File: config.mk
export PLATFORM = sky130hd
export DESIGN_NAME = usart_frame_transmitter
export DESIGN_NICKNAME = d
export VERILOG_FILES = /design/src/rtl/usart_pkg.sv /design/src/rtl/baud_tick_gen.sv /design/src/rtl/usart_frame_transmitter.sv
export SDC_FILE = /design/constraint.sdc
export NUM_CORES = 1
export LEC_CHECK = 0
export BUFFER_PORTS_ARGS = -buffer_cell sky130_fd_sc_hd__buf_2
export CORE_MARGIN = 2
export CORE_UTILIZATION = 52
export DETAILED_ROUTE_END_ITERATION = 8
export GPL_TIMING_DRIVEN = 0
export PLACE_DENSITY = 0.8
export SLEW_MARGIN = 20
export SYNTH_ARGS = -nofsm -noshare
export SYNTH_HDL_FRONTEND = slang
export SYNTH_SLANG_ARGS = --single-unit
File: constraint.sdc
create_clock -name clk_i -period 3 [get_ports clk_i]
set_input_delay 0.3 -clock clk_i [delete_from_list [all_inputs] [get_ports clk_i]]
set_output_delay 0.3 -clock clk_i [all_outputs]
set_load 0.01 [all_outputs]
File: src/rtl/usart_pkg.sv
// Shared constants and types of the serial frame transmitter
package usart_pkg;
	// Register byte offsets
	localparam logic [4:0] OFS_DATA   = 5'h00;
	localparam logic [4:0] OFS_STATUS = 5'h04;
	localparam logic [4:0] OFS_ENABLE = 5'h08;
	localparam logic [4:0] OFS_SHARED = 5'h0C;
	localparam logic [4:0] OFS_BAUDLO = 5'h10;
	// Status bit positions
	localparam int ST_EMPTY = 0;
	localparam int ST_TXC   = 1;
	localparam int ST_RXC   = 2;
	localparam int ST_FE    = 3;
	localparam int ST_DBL   = 4;
	// Enable control bit positions and shared location select bit
	localparam int EN_TX     = 0;
	localparam int EN_RX     = 1;
	localparam int EN_TX9    = 2;
	localparam int EN_RX9    = 3;
	localparam int EN_SIZE2  = 4;
	localparam int EN_MASTER = 5;
	localparam int SEL_BIT   = 7;
	// Reset values
	localparam logic [7:0] ENABLE_RST = 8'h00;
	localparam logic [7:0] FRAME_RST  = 8'h86;
	localparam logic [3:0] BAUDHI_RST = 4'h0;
	localparam logic [7:0] BAUDLO_RST = 8'h00;
	// Timing
	localparam logic [3:0] DIV_NORMAL = 4'hF;
	localparam logic [3:0] DIV_DOUBLE = 4'h7;
	localparam logic [3:0] HALF_NORMAL = 4'h7;
	localparam logic [3:0] HALF_DOUBLE = 4'h3;
	localparam int FRAME_W = 13;
	// Parity, size and response codes
	localparam logic [1:0] PAR_EVEN = 2'h2;
	localparam logic [1:0] PAR_ODD  = 2'h3;
	localparam logic [2:0] SIZE_NINE = 3'h7;
	localparam logic [1:0] RESP_OKAY   = 2'h0;
	localparam logic [1:0] RESP_SLVERR = 2'h2;

	typedef struct packed {
		logic       shared_location_select;
		logic       sync_mode_select;
		logic [1:0] parity_mode_field;
		logic       stop_bit_select;
		logic [1:0] char_size_low;
		logic       clock_polarity;
	} frame_ctl_t;

	// Data bits for a size code; reserved codes fall back to eight
	function automatic logic [3:0] size_bits(input logic [2:0] code);
		if (code == SIZE_NINE)
			return 4'h9;
		else if (code[2])
			return 4'h8;
		else
			return 4'h5 + {2'h0, code[1:0]};
	endfunction : size_bits

	function automatic logic [8:0] size_mask(input logic [3:0] n);
		return 9'h1FF >> (4'h9 - n);
	endfunction : size_mask
endpackage : usart_pkg

File: src/rtl/baud_tick_gen.sv
// Baud rate down-counter producing one tick per zero crossing
`timescale 1ns/1ns
module baud_tick_gen (
	input  wire logic        clk_i,
	input  wire logic        resetn_i,
	input  wire logic [11:0] rate_i,
	input  wire logic        reload_i,
	output logic             tick_o
);
	logic [11:0] cnt_r;
	logic        tick_r;
	wire         zero_w = (cnt_r == 12'h000);

	always_ff @(posedge clk_i) begin
		if (!resetn_i) begin
			cnt_r  <= 12'h000;
			tick_r <= 1'b0;
		end else begin
			cnt_r  <= (zero_w || reload_i) ? rate_i : cnt_r - 12'h001;
			tick_r <= zero_w && !reload_i;
		end
	end
	assign tick_o = tick_r;

	a_tick_reload: assert property (
		@(posedge clk_i) disable iff (!resetn_i)
		(zero_w && !reload_i) |=> (tick_o && cnt_r == $past(rate_i)))
		else $error("baud counter did not reload on zero");
endmodule : baud_tick_gen

File: src/rtl/usart_frame_transmitter.sv
// USART frame transmitter, receiver framing and register slave
// Functional notes
// - Sync mode makes clock pin an output as master, input as slave.
// - Receive samples on the clock edge opposite the transmit change.
// - Polarity clear changes data on rising edge; set on falling.
// - One start, five to nine data, optional parity, one or two stops.
// - Start bit first, then data least significant bit first.
// - Parity bit sits after last data bit, before first stop.
// - After a frame, next frame starts at once or line idles high.
// - One shared format setting for receiver and transmitter.
// - Receiver checks only first stop; zero there flags framing error.
// - Even parity is XOR of data; odd parity is its inverse.
// - Shared location writes control only when top bit is set.
// - Transmit enable hands the transmit pin to the serial output.
// - Data write fills buffer; moved to shifter when idle or frame ends.
// - Shifter sends a frame at baud generator or external clock rate.
// - Unused upper data bits are dropped for short characters.
// - Buffer empty flag set while free, cleared by data write.
// - Complete flag sets when shifter empties, cleared by writing one.
// - Baud counter reloads from rate at zero or low byte write.
//
// Local design decisions: the AXI4-Lite slave port and the register addresses.
`timescale 1ns/1ns
module usart_frame_transmitter (
	input  wire logic        clk_i,
	input  wire logic        resetn_i,
	input  wire logic [4:0]  awaddr_i,
	input  wire logic        awvalid_i,
	output logic             awready_o,
	input  wire logic [31:0] wdata_i,
	input  wire logic [3:0]  wstrb_i,
	input  wire logic        wvalid_i,
	output logic             wready_o,
	output logic [1:0]       bresp_o,
	output logic             bvalid_o,
	input  wire logic        bready_i,
	input  wire logic [4:0]  araddr_i,
	input  wire logic        arvalid_i,
	output logic             arready_o,
	output logic [31:0]      rdata_o,
	output logic [1:0]       rresp_o,
	output logic             rvalid_o,
	input  wire logic        rready_i,
	output logic             txd_o,
	output logic             txd_oe_o,
	input  wire logic        rxd_i,
	input  wire logic        xck_i,
	output logic             xck_o,
	output logic             xck_oe_o
);
	typedef enum logic {TX_IDLE, TX_SHIFT} tx_state_t;
	typedef enum logic [1:0] {RX_IDLE, RX_START, RX_DATA} rx_state_t;

	usart_pkg::frame_ctl_t fctl_r;
	logic [7:0]  ectl_r;
	logic [3:0]  baud_hi_r;
	logic [7:0]  baud_lo_r;
	logic        dbl_r;
	logic        txc_r;
	logic        full_r;
	logic [8:0]  buf_r;
	logic        bvalid_r;
	logic [1:0]  bresp_r;
	logic        rvalid_r;
	logic [1:0]  rresp_r;
	logic [31:0] rdata_r;
	logic        tick_w;
	logic        xck_r;
	logic [2:0]  xck_sync_r;
	logic [1:0]  rxd_sync_r;
	tx_state_t   tx_state_r;
	logic [12:0] frame_r;
	logic [3:0]  left_r;
	logic [3:0]  tx_pre_r;
	logic        txd_r;
	rx_state_t   rx_state_r;
	logic [3:0]  rx_pre_r;
	logic [3:0]  rx_cnt_r;
	logic [9:0]  rx_bits_r;
	logic [7:0]  rx_data_r;
	logic        rx9_r;
	logic        rxc_r;
	logic        fe_r;

	// Shared frame format decode
	wire [2:0] size_code_w = {ectl_r[usart_pkg::EN_SIZE2],
		fctl_r.char_size_low};
	wire [3:0] nbits_w   = usart_pkg::size_bits(size_code_w);
	wire [8:0] mask_w    = usart_pkg::size_mask(nbits_w);
	wire       par_en_w  = fctl_r.parity_mode_field == usart_pkg::PAR_EVEN
		|| fctl_r.parity_mode_field == usart_pkg::PAR_ODD;
	wire       par_odd_w = fctl_r.parity_mode_field == usart_pkg::PAR_ODD;
	wire       sync_w    = fctl_r.sync_mode_select;
	wire       master_w  = ectl_r[usart_pkg::EN_MASTER];
	wire       tx_en_w   = ectl_r[usart_pkg::EN_TX];
	wire       rx_en_w   = ectl_r[usart_pkg::EN_RX];

	// Register bus decode
	wire wr_w   = awvalid_i && wvalid_i && !bvalid_r;
	wire wr_en_w = wr_w && wstrb_i[0];
	wire rd_w   = arvalid_i && !rvalid_r;
	wire wr_data_w   = wr_en_w && awaddr_i == usart_pkg::OFS_DATA;
	wire wr_status_w = wr_en_w && awaddr_i == usart_pkg::OFS_STATUS;
	wire wr_enable_w = wr_en_w && awaddr_i == usart_pkg::OFS_ENABLE;
	wire wr_shared_w = wr_en_w && awaddr_i == usart_pkg::OFS_SHARED;
	wire wr_baudlo_w = wr_en_w && awaddr_i == usart_pkg::OFS_BAUDLO;
	wire wr_map_w = awaddr_i[1:0] == 2'h0
		&& awaddr_i <= usart_pkg::OFS_BAUDLO;
	wire rd_map_w = araddr_i[1:0] == 2'h0
		&& araddr_i <= usart_pkg::OFS_BAUDLO;
	wire rd_data_w = rd_w && araddr_i == usart_pkg::OFS_DATA;
	wire [7:0] status_w = {3'h0, dbl_r, fe_r, rxc_r, txc_r, !full_r};
	wire [7:0] enable_rd_w = {ectl_r[7:4], rx9_r, ectl_r[2:0]};
	wire [7:0] rd_mux_w =
		araddr_i == usart_pkg::OFS_DATA   ? rx_data_r :
		araddr_i == usart_pkg::OFS_STATUS ? status_w :
		araddr_i == usart_pkg::OFS_ENABLE ? enable_rd_w :
		araddr_i == usart_pkg::OFS_SHARED ? fctl_r :
		araddr_i == usart_pkg::OFS_BAUDLO ? baud_lo_r : 8'h00;

	assign awready_o = wr_w;
	assign wready_o  = wr_w;
	assign bvalid_o  = bvalid_r;
	assign bresp_o   = bresp_r;
	assign arready_o = rd_w;
	assign rvalid_o  = rvalid_r;
	assign rresp_o   = rresp_r;
	assign rdata_o   = rdata_r;

	always_ff @(posedge clk_i) begin
		if (!resetn_i) begin
			bvalid_r <= 1'b0;
			bresp_r  <= usart_pkg::RESP_OKAY;
			rvalid_r <= 1'b0;
			rresp_r  <= usart_pkg::RESP_OKAY;
			rdata_r  <= 32'h0000_0000;
		end else begin
			if (wr_w) begin
				bvalid_r <= 1'b1;
				bresp_r  <= wr_map_w ? usart_pkg::RESP_OKAY
					: usart_pkg::RESP_SLVERR;
			end else if (bready_i)
				bvalid_r <= 1'b0;
			if (rd_w) begin
				rvalid_r <= 1'b1;
				rresp_r  <= rd_map_w ? usart_pkg::RESP_OKAY
					: usart_pkg::RESP_SLVERR;
				rdata_r  <= {24'h000000, rd_mux_w};
			end else if (rready_i)
				rvalid_r <= 1'b0;
		end
	end

	// Control registers; shared location steered by its top bit
	always_ff @(posedge clk_i) begin
		if (!resetn_i) begin
			fctl_r    <= usart_pkg::FRAME_RST;
			ectl_r    <= usart_pkg::ENABLE_RST;
			baud_hi_r <= usart_pkg::BAUDHI_RST;
			baud_lo_r <= usart_pkg::BAUDLO_RST;
			dbl_r     <= 1'b0;
		end else begin
			if (wr_shared_w && wdata_i[usart_pkg::SEL_BIT])
				fctl_r <= wdata_i[7:0];
			else if (wr_shared_w)
				baud_hi_r <= wdata_i[3:0];
			if (wr_enable_w)
				ectl_r <= {wdata_i[7:4], 1'b0, wdata_i[2:0]};
			if (wr_baudlo_w)
				baud_lo_r <= wdata_i[7:0];
			if (wr_status_w)
				dbl_r <= wdata_i[usart_pkg::ST_DBL];
		end
	end

	baud_tick_gen u_baud (
		.clk_i    (clk_i),
		.resetn_i (resetn_i),
		.rate_i   ({baud_hi_r, baud_lo_r}),
		.reload_i (wr_baudlo_w),
		.tick_o   (tick_w)
	);

	// Pin synchronisers and transfer clock edges
	always_ff @(posedge clk_i) begin
		if (!resetn_i) begin
			xck_sync_r <= 3'h0;
			rxd_sync_r <= 2'h3;
			xck_r      <= 1'b0;
		end else begin
			xck_sync_r <= {xck_sync_r[1:0], xck_i};
			rxd_sync_r <= {rxd_sync_r[0], rxd_i};
			if (sync_w && master_w && tick_w)
				xck_r <= !xck_r;
			else if (!(sync_w && master_w))
				xck_r <= fctl_r.clock_polarity;
		end
	end
	wire rxd_w   = rxd_sync_r[1];
	wire rise_w  = master_w ? (tick_w && !xck_r)
		: (xck_sync_r[1] && !xck_sync_r[2]);
	wire fall_w  = master_w ? (tick_w && xck_r)
		: (!xck_sync_r[1] && xck_sync_r[2]);
	wire change_w = fctl_r.clock_polarity ? fall_w : rise_w;
	wire sample_w = fctl_r.clock_polarity ? rise_w : fall_w;
	wire [3:0] div_w  = dbl_r ? usart_pkg::DIV_DOUBLE
		: usart_pkg::DIV_NORMAL;
	wire [3:0] half_w = dbl_r ? usart_pkg::HALF_DOUBLE
		: usart_pkg::HALF_NORMAL;

	assign xck_o    = xck_r;
	assign xck_oe_o = sync_w && master_w;

	// Transmit bit timing
	wire tx_strobe_w = sync_w ? change_w
		: (tick_w && tx_pre_r == div_w);
	always_ff @(posedge clk_i) begin
		if (!resetn_i)
			tx_pre_r <= 4'h0;
		else if (tick_w)
			tx_pre_r <= (tx_pre_r == div_w) ? 4'h0 : tx_pre_r + 4'h1;
	end

	// Frame build from buffered character
	wire [8:0] tx_data_w = buf_r & mask_w;
	wire       tx_par_w  = ^tx_data_w ^ par_odd_w;
	wire [3:0] tx_len_w  = 4'h2 + nbits_w + {3'h0, par_en_w}
		+ {3'h0, fctl_r.stop_bit_select};
	logic [12:0] tx_frame_w;
	always_comb begin
		tx_frame_w = 13'h1FFF;
		tx_frame_w[0] = 1'b0;
		for (int i = 0; i < 9; i++) begin
			if (i < int'(nbits_w))
				tx_frame_w[1 + i] = tx_data_w[i];
		end
		if (par_en_w)
			tx_frame_w[nbits_w + 4'h1] = tx_par_w;
	end

	wire tx_last_w = tx_state_r == TX_SHIFT && left_r == 4'h0;
	wire tx_load_w = tx_strobe_w && full_r
		&& (tx_state_r == TX_IDLE || tx_last_w);
	wire tx_done_w = tx_strobe_w && tx_last_w && !full_r;

	always_ff @(posedge clk_i) begin
		if (!resetn_i) begin
			tx_state_r <= TX_IDLE;
			frame_r    <= 13'h1FFF;
			left_r     <= 4'h0;
			txd_r      <= 1'b1;
		end else if (tx_strobe_w) begin
			case (tx_state_r)
				TX_SHIFT: begin
					if (left_r != 4'h0) begin
						txd_r   <= frame_r[1];
						frame_r <= {1'b1, frame_r[12:1]};
						left_r  <= left_r - 4'h1;
					end else if (full_r) begin
						txd_r   <= 1'b0;
						frame_r <= tx_frame_w;
						left_r  <= tx_len_w - 4'h1;
					end else begin
						txd_r      <= 1'b1;
						tx_state_r <= TX_IDLE;
					end
				end
				TX_IDLE: begin
					if (full_r) begin
						txd_r      <= 1'b0;
						frame_r    <= tx_frame_w;
						left_r     <= tx_len_w - 4'h1;
						tx_state_r <= TX_SHIFT;
					end
				end
				default: tx_state_r <= TX_IDLE;
			endcase
		end
	end
	assign txd_o    = txd_r;
	assign txd_oe_o = tx_en_w || full_r
		|| tx_state_r == TX_SHIFT;

	// Transmit buffer and flags; hardware set wins over software clear
	always_ff @(posedge clk_i) begin
		if (!resetn_i) begin
			full_r <= 1'b0;
			buf_r  <= 9'h000;
			txc_r  <= 1'b0;
		end else begin
			if (wr_data_w) begin
				full_r <= 1'b1;
				buf_r  <= {ectl_r[usart_pkg::EN_TX9], wdata_i[7:0]};
			end else if (tx_load_w)
				full_r <= 1'b0;
			if (tx_done_w)
				txc_r <= 1'b1;
			else if (wr_status_w && wdata_i[usart_pkg::ST_TXC])
				txc_r <= 1'b0;
		end
	end

	// Receiver framing on the shared format
	wire [3:0] rx_stop_w = nbits_w + {3'h0, par_en_w};
	wire rx_strobe_w = sync_w ? sample_w
		: (tick_w && rx_pre_r == (rx_state_r == RX_START
		? half_w : div_w));
	wire rx_done_w = rx_state_r == RX_DATA && rx_strobe_w
		&& rx_cnt_r == rx_stop_w;
	wire [8:0] rx_word_w = rx_bits_r[8:0] & mask_w;

	always_ff @(posedge clk_i) begin
		if (!resetn_i) begin
			rx_state_r <= RX_IDLE;
			rx_pre_r   <= 4'h0;
			rx_cnt_r   <= 4'h0;
			rx_bits_r  <= 10'h000;
		end else begin
			if (tick_w)
				rx_pre_r <= rx_strobe_w ? 4'h0 : rx_pre_r + 4'h1;
			case (rx_state_r)
				RX_IDLE: begin
					rx_cnt_r <= 4'h0;
					if (rx_en_w && !rxd_w && sync_w && sample_w)
						rx_state_r <= RX_DATA;
					else if (rx_en_w && !rxd_w && !sync_w) begin
						rx_state_r <= RX_START;
						rx_pre_r   <= 4'h0;
					end
				end
				RX_START: begin
					if (rx_strobe_w)
						rx_state_r <= rxd_w ? RX_IDLE : RX_DATA;
				end
				RX_DATA: begin
					if (rx_strobe_w) begin
						rx_bits_r[rx_cnt_r] <= rxd_w;
						rx_cnt_r <= rx_cnt_r + 4'h1;
						if (rx_done_w)
							rx_state_r <= RX_IDLE;
					end
				end
				default: rx_state_r <= RX_IDLE;
			endcase
		end
	end

	// Receive result and flags; frame completion wins over a read
	always_ff @(posedge clk_i) begin
		if (!resetn_i) begin
			rx_data_r <= 8'h00;
			rx9_r     <= 1'b0;
			rxc_r     <= 1'b0;
			fe_r      <= 1'b0;
		end else if (rx_done_w) begin
			rx_data_r <= rx_word_w[7:0];
			rx9_r     <= rx_word_w[8];
			rxc_r     <= 1'b1;
			fe_r      <= !rxd_w;
		end else if (rd_data_w)
			rxc_r <= 1'b0;
	end

	a_pin_takeover: assert property (
		@(posedge clk_i) disable iff (!resetn_i)
		tx_en_w |-> txd_oe_o)
		else $error("transmit pin not driven while enabled");

	a_idle_high: assert property (
		@(posedge clk_i) disable iff (!resetn_i)
		(tx_state_r == TX_IDLE && !$past(tx_load_w)) |-> txd_o)
		else $error("idle line not high");

	a_start_first: assert property (
		@(posedge clk_i) disable iff (!resetn_i)
		tx_load_w |=> (!txd_o && frame_r == $past(tx_frame_w)))
		else $error("frame does not open with start bit");

	a_empty_clear: assert property (
		@(posedge clk_i) disable iff (!resetn_i)
		wr_data_w |=> status_w[usart_pkg::ST_EMPTY] == 1'b0)
		else $error("buffer empty flag not cleared by write");

	a_complete_set: assert property (
		@(posedge clk_i) disable iff (!resetn_i)
		tx_done_w |=> txc_r && txd_o)
		else $error("complete flag not set after last stop");

	a_master_clock: assert property (
		@(posedge clk_i) disable iff (!resetn_i)
		(sync_w && master_w) |-> xck_oe_o ##1
		(!(sync_w && master_w) || xck_oe_o))
		else $error("transfer clock pin not driven as master");

	a_frame_length: assert property (
		@(posedge clk_i) disable iff (!resetn_i)
		tx_load_w |=> left_r == 4'h1 + $past(nbits_w)
		+ {3'h0, $past(par_en_w)}
		+ {3'h0, $past(fctl_r.stop_bit_select)})
		else $error("frame length mismatch");

	a_parity_slot: assert property (
		@(posedge clk_i) disable iff (!resetn_i)
		(tx_load_w && par_en_w) |->
		tx_frame_w[nbits_w + 4'h1] == (^tx_data_w ^ par_odd_w))
		else $error("parity bit wrong or misplaced");

	a_sync_change: assert property (
		@(posedge clk_i) disable iff (!resetn_i)
		(sync_w && $changed(txd_r)) |-> $past(change_w))
		else $error("sync data changed off its clock edge");

	a_frame_error: assert property (
		@(posedge clk_i) disable iff (!resetn_i)
		rx_done_w |=> (fe_r == !$past(rxd_w) && rxc_r))
		else $error("framing error not taken from first stop");
endmodule : usart_frame_transmitter

== Yosys cells after proc, flatten, opt, wreduce, memory -nomap -nowiden ==
Index checks and enable logic that the tools add are counted.

* Flip-flop bits (word level): 126
* Input port bits: 55
* Output and inout bits: 45
* Logic and storage cells: 237

* Add/subtract/negate cells: 13
* Magnitude comparators: 15
* Equality and inequality tests: 22
* Shifts and indexed selects: 1
* Muxes and demuxes: 75
* Bitwise operators: 5
* Reductions and logical operators: 70

{| class="wikitable"
|+ Operators with widths
! operator !! number
|-
| two-way mux 4 bit || 13
|-
| two-way mux 8 bit || 5
|-
| two-way mux 13 bit || 3
|-
| logical AND 1 bit || 36
|-
| two-way mux 1 bit || 34
|-
| case mux 13 bit (2 select lines) || 1
|-
| == test 5 x 4 -> 1 bit, second input constant || 4
|-
| AND 9 bit || 2
|-
| adder 4 x 1 -> 4 bit, second input constant || 4
|-
| < comparator 3 x 4 -> 1 bit, first input constant || 4
|-
| two-way mux 2 bit || 8
|-
| case mux 4 bit (2 select lines) || 2
|-
| bitwise mux 13 bit || 1
|-
| adder 4 x 1 -> 4 bit || 3
|-
| == test 4 bit || 3
|-
| logical NOT 12 bit || 1
|-
| two-way mux 12 bit || 1
|-
| nonzero test 2 bit || 6
|-
| subtractor 12 x 1 -> 12 bit, second input constant || 1
|-
| bitwise mux 10 bit || 1
|-
| == test 5 x 3 -> 1 bit, second input constant || 2
|-
| == test 5 bit, second input constant || 2
|-
| <= comparator 5 bit, second input constant || 2
|-
| logical NOT 5 bit || 2
|-
| other kinds (30) || 60
|}

== Longest topological paths before layout ==
* Depth after elaboration: 13
* Depth in mapped cells: 12
* Gate-level depth less buffers: 11

== Hierarchy ==
Synthesis repeated with hierarchy kept, for this count alone.

* Cells, all modules: 773
* Area total of the unflattened synthesis: 6526.3 um^2

{| class="wikitable"
|+ Modules (own cells, without submodules)
! module !! times used !! cells an instance !! area each (um^2) !! sequential area each (um^2)
|-
| usart_frame_transmitter || 1 || 693 || 5836.8 || 2182.1
|-
| baud_tick_gen || 1 || 80 || 689.4 || 260.2
|}

== Least setup slack after synthesis ==
Ideal clock, no wire load.

* Kind: register to register
* Start: register ectl_r[4]
* End: register rx9_r
* Library setup time: 0.070 ns
* Arrival time: 2.820 ns
* Required time: 2.930 ns
* Path slack: 0.110 ns
* Stages on the path, launching flop included: 12
* Path buffers: 2
* Clock period less this slack: 2.890 ns
* Path through: dfxtp_1 buf_4 clkbuf_1 nor2_1 or2_2 ha_1 a211oi_1 o21ai_0 a2111oi_4 o211ai_4 or4b_1 a21oi_1

* Cells in the longest elaborated chain, start to end: 5
* Elaborated cells on any way between the ends: 9
* Those cells by class: add/sub (2); eq/ne (2); shift (1); mux (2); bitwise (1); reduce/logical (1)

{| class="wikitable"
|+ Ends and longest elaborated chain
! what !! RTL line !! RTL
|-
| start, declared || usart_frame_transmitter.sv:55 || <nowiki>logic [7:0] ectl_r;</nowiki>
|-
| start signal, assigned || usart_frame_transmitter.sv:158 || <nowiki>ectl_r <= usart_pkg::ENABLE_RST;</nowiki>
|-
| start signal, assigned || usart_frame_transmitter.sv:168 || <nowiki>ectl_r <= {wdata_i[7:4], 1'b0, wdata_i[2:0]};</nowiki>
|-
| == test 3 bit / two-way mux 4 bit (equally long branches) || usart_pkg.sv:52, usart_pkg.sv:54 ||
|-
| two-way mux 4 bit * || usart_pkg.sv:52 || <nowiki>if (code == SIZE_NINE)</nowiki>
|-
| subtractor 4 bit / adder 4 x 1 -> 4 bit (equally long branches) || usart_pkg.sv:61, usart_frame_transmitter.sv:304 ||
|-
| right shift 9 x 4 -> 9 bit / == test 4 bit (equally long branches) || usart_pkg.sv:61, usart_frame_transmitter.sv:309 ||
|-
| AND 9 bit / logical AND 1 bit (equally long branches) || usart_frame_transmitter.sv:310, usart_frame_transmitter.sv:309 ||
|-
| end signal, assigned || usart_frame_transmitter.sv:357 || <nowiki>rx9_r <= rx_word_w[8];</nowiki>
|-
| end, declared || usart_frame_transmitter.sv:81 || <nowiki>logic rx9_r;</nowiki>
|}

Every way passes the cells marked *; elsewhere a longest branch is shown, timed or not.
A chain may end at the register's enable or synchronous reset.

== Final worst setup path ==
* Start: register ectl_r[4]
* End: register rx_data_r[6]

* Cells in the longest elaborated chain, start to end: 5
* Elaborated cells on any way between the ends: 9
* Those cells by class: add/sub (2); eq/ne (2); shift (1); mux (2); bitwise (1); reduce/logical (1)

{| class="wikitable"
|+ Ends and longest elaborated chain
! what !! RTL line !! RTL
|-
| == test 3 bit / two-way mux 4 bit (equally long branches) || usart_pkg.sv:52, usart_pkg.sv:54 ||
|-
| two-way mux 4 bit * || usart_pkg.sv:52 ||
|-
| subtractor 4 bit / adder 4 x 1 -> 4 bit (equally long branches) || usart_pkg.sv:61, usart_frame_transmitter.sv:304 ||
|-
| right shift 9 x 4 -> 9 bit / == test 4 bit (equally long branches) || usart_pkg.sv:61, usart_frame_transmitter.sv:309 ||
|-
| AND 9 bit / logical AND 1 bit (equally long branches) || usart_frame_transmitter.sv:310, usart_frame_transmitter.sv:309 ||
|-
| end signal, assigned || usart_frame_transmitter.sv:356 || <nowiki>rx_data_r <= rx_word_w[7:0];</nowiki>
|-
| end, declared || usart_frame_transmitter.sv:80 || <nowiki>logic [7:0] rx_data_r;</nowiki>
|}

Marks and branches as above.

==> flow_summary.ini <==
[synthesis]
synthTopCellsByCount = 122 x dfxtp_1, 94 x nor2_1, 58 x a21oi_1
synth_mux_area_frac = 0.0802
synth_top_family_by_area = simple AND/OR/NAND/NOR gates
synth_compound_area_frac = 0.192
synth_area_leader_cell = dfxtp_1
ys_types = 65
ys_seq_elements = 122
synthAdderAreaFrac = 0.0332
synth_area_leaders = dfxtp_1 37%, mux2i_1 7.8%, nor2_1 5.3%
synth_edf_count = 0
yosys.area_share.simple = 0.211
yosysMostFrequentCell = dfxtp_1
ys.warnings.count = 0
syn_inst = 796
synth_top_cell_area_share = 0.368
ys_seq_area_frac = 0.368
synth_xor_area_frac = 0.0368
syn_avg_cell_area_sq_um = 8.33
async_reset_ff_frac = 0
synth_ff_type = dfxtp_1
syn-cell-area_sq_um = 6630

[sta]
fin_ws_ns = 0.0662
timing.final.crit_share = 0.978
tightest_slew_ns = 0.836
rsz0062_at_grt = true
fin_crit_ns = 2.93
final_hold_viol_count = 0
max_freq_mhz = 341
tns_ns = 0
finClkSkew_ns = 0.00601
slew_headroom = 0.435
slew_violations = 0
setup_violations = 0

[setup_path]
path_max_fanout = 10
crit_path_cell_trace = buf_6, clkbuf_8, nor2_1, or2_4, ha_2, xor2_1, xnor2_1, a2111oi_4, o211ai_4, buf_4, or3b_2, a21oi_1
startpoint_type = register
worstPathArrival_ns = 3.28
slowest_stage = or3b_2
critPathKind = reg2reg
end_kind = register
cp.required_ns = 3.35
max_stage_delay_ns = 0.46

[cts]
cts_tree = built
htree_levels = 4
clock_latency_ns = 0.43
cts_buffers = 17
cts_root_buffer = clkbuf_16
clk_pin_slew_ns = 0.06
clockBufferDepth = 2
cts.sinks = 122
cts_hold_buf = 0

[global_routing]
antenna_found_initial = 1
overflow = 0
track_usage = 0.281
grt_max_degree = 17
grt_pass1_vias = 5698
grt_pass1_wl_mm = 29.4

[run_status]
status = finished, final reports clean

[floorplan]
initial_utilization = 0.530
die_w_um = 117
io-pin-count = 100
die_y_um = 117
dieArea_sq_um = 13700
row_count = 41
core_sq_um = 12500

[final_layout]
post-route-util = 0.638
area.growth.synth_to_final_pct = 20.4
fin_area_sq_um = 7990
nFillCells = 1094
drive_gt1_frac = 0.167
final_net_count = 967
antennaDiodeCount = 0

[route]
firstDrtPassIters = 6
num_vias = 6346
vias_per_cell = 5.88
drc = 0
wl_per_cell_um = 17.7
antenna_left = 0
dr.first_iter.drc_count = 516
wirelength_mm = 19.1

[power]
p_leak_nw = 3.21
power.density_nw_per_um2 = 596
power_mw = 4.76
vdd_drop_max_uv = 701

[place]
place_hpwl_mm = 13.1
place_ws_ns = -0.390
place_area_sq_um = 7170
io_buffer_count = 45
globalplace.congestion = 0.961

[flow_run]
cap_violations = 0

[min_path]
hp-class = in2reg
## final cells by class
type                       count  area, sq um  share of cell area
tap                          172          215              0.0269
clock buffer                  21          450              0.0564
sequential                   122         2440               0.306
inverter                      22         82.6              0.0103
timing repair buffer          54          297              0.0371
clock inverter                11          216              0.0271
buffer                        83          453              0.0567
multi-input combinational    595         3830               0.479
## metal layers
metal | vias to the layer above | global-route usage | routed length [um]
met5 | - | 0 | 13
met2 | 321 | 0.444 | 8810
met3 | 68 | 0.0613 | 1650
met1 | 2966 | 0.369 | 7840
li1 | 2989 | - | -
met4 | 2 | 0.130 | 842
## cells in the final DEF (no fill, tap or decap), drive strengths merged, types with 4 or more instances in the layout
cell type / n
a31oi: 12
a211oi: 16
ha: 16
bufinv: 6
buf: 101
or3: 7
nor2b: 9
nor3: 21
nor3b: 8
nor2: 94
mux2i: 52
or2: 6
xnor2: 22
conb: 26
clkinv: 5
a221oi: 5
nor4b: 6
and3: 4
o31ai: 9
a21oi: 58
nand3: 13
inv: 22
o21ai: 45
nand4: 5
nand2: 54
a22o: 4
nand2b: 11
o211ai: 11
xor2: 6
a21o: 5
and2: 6
clkbuf: 57
dfxtp: 122
or3b: 4
o2bb2ai: 4
o41ai: 4
nand3b: 12
## kinds of logic after synthesis
family / count (synthesis)
other: 1
xor gates and xnor gates: 27
DFF: 122
muxes: 53
buffers and inverters: 105
and+or+nand+nor: 275
AOI/OAI and AO/OA: 196
adders and majority gates: 17
## repair_timing
item / 4_1_cts / 5_1_grt
endpoints found under the setup margin: 12 / 15
gates cloned: 0 / 1
resized for setup: 10 / 15
pin swaps: 2 / 5
buffers inserted: 4 / 5
## worst paths after layout
path | startpoint | endpoint | slack (ns) | cells after the start
worst max register to register | ectl_r[4]$_SDFFE_PN0P_ | rx_data_r[6]$_SDFFE_PN0P_ | 0.07 | 12
worst max-delay path | ectl_r[4]$_SDFFE_PN0P_ | rx_data_r[6]$_SDFFE_PN0P_ | 0.07 | 12
worst min register to register | rxd_sync_r[0]$_SDFF_PN1_ | rxd_sync_r[1]$_SDFF_PN1_ | 0.41 | 1
worst min-delay path | rready_i | rvalid_o$_SDFFE_PN0P_ | 0.06 | 2
## power breakdown
part / internal [mW] / switching (mW)
registers: 1.72 / 0.0715
clock network: 1.58 / 0.759
logic: 0.272 / 0.363
## critical path, delay by kind of cell, from the launching register on
| family | cells | cell delay [ns] |
|---|---|---|
| XOR/XNOR | 2 | 0.32 |
| adder cells (fa/ha/maj) | 1 | 0.21 |
| AO/OA/AOI/OAI | 3 | 0.73 |
| AND/OR/NAND/NOR | 3 | 0.80 |
| buffers and inverters | 3 | 0.46 |
| flip-flops | 1 | 0.33 |
## through the flow
stage,std cells,hold slack [ns]
after global placement,1038,0.389
after CTS,1074,0.0514
final,1080,0.0555
after detailed placement,1038,0.401
after floorplan,821,0.386
after global routing,1080,0.0772
## state kept, by name, summed over array words and instances (netlist names), 7 cells and up
signal	flops
baud_lo_r	8
buf_r	9
ectl_r	7
fctl_r	7
frame_r	12
rdata_o	8
rx_bits_r	9
rx_data_r	8
u_baud.cnt_r	12
(Power assumes the default switching activity.)
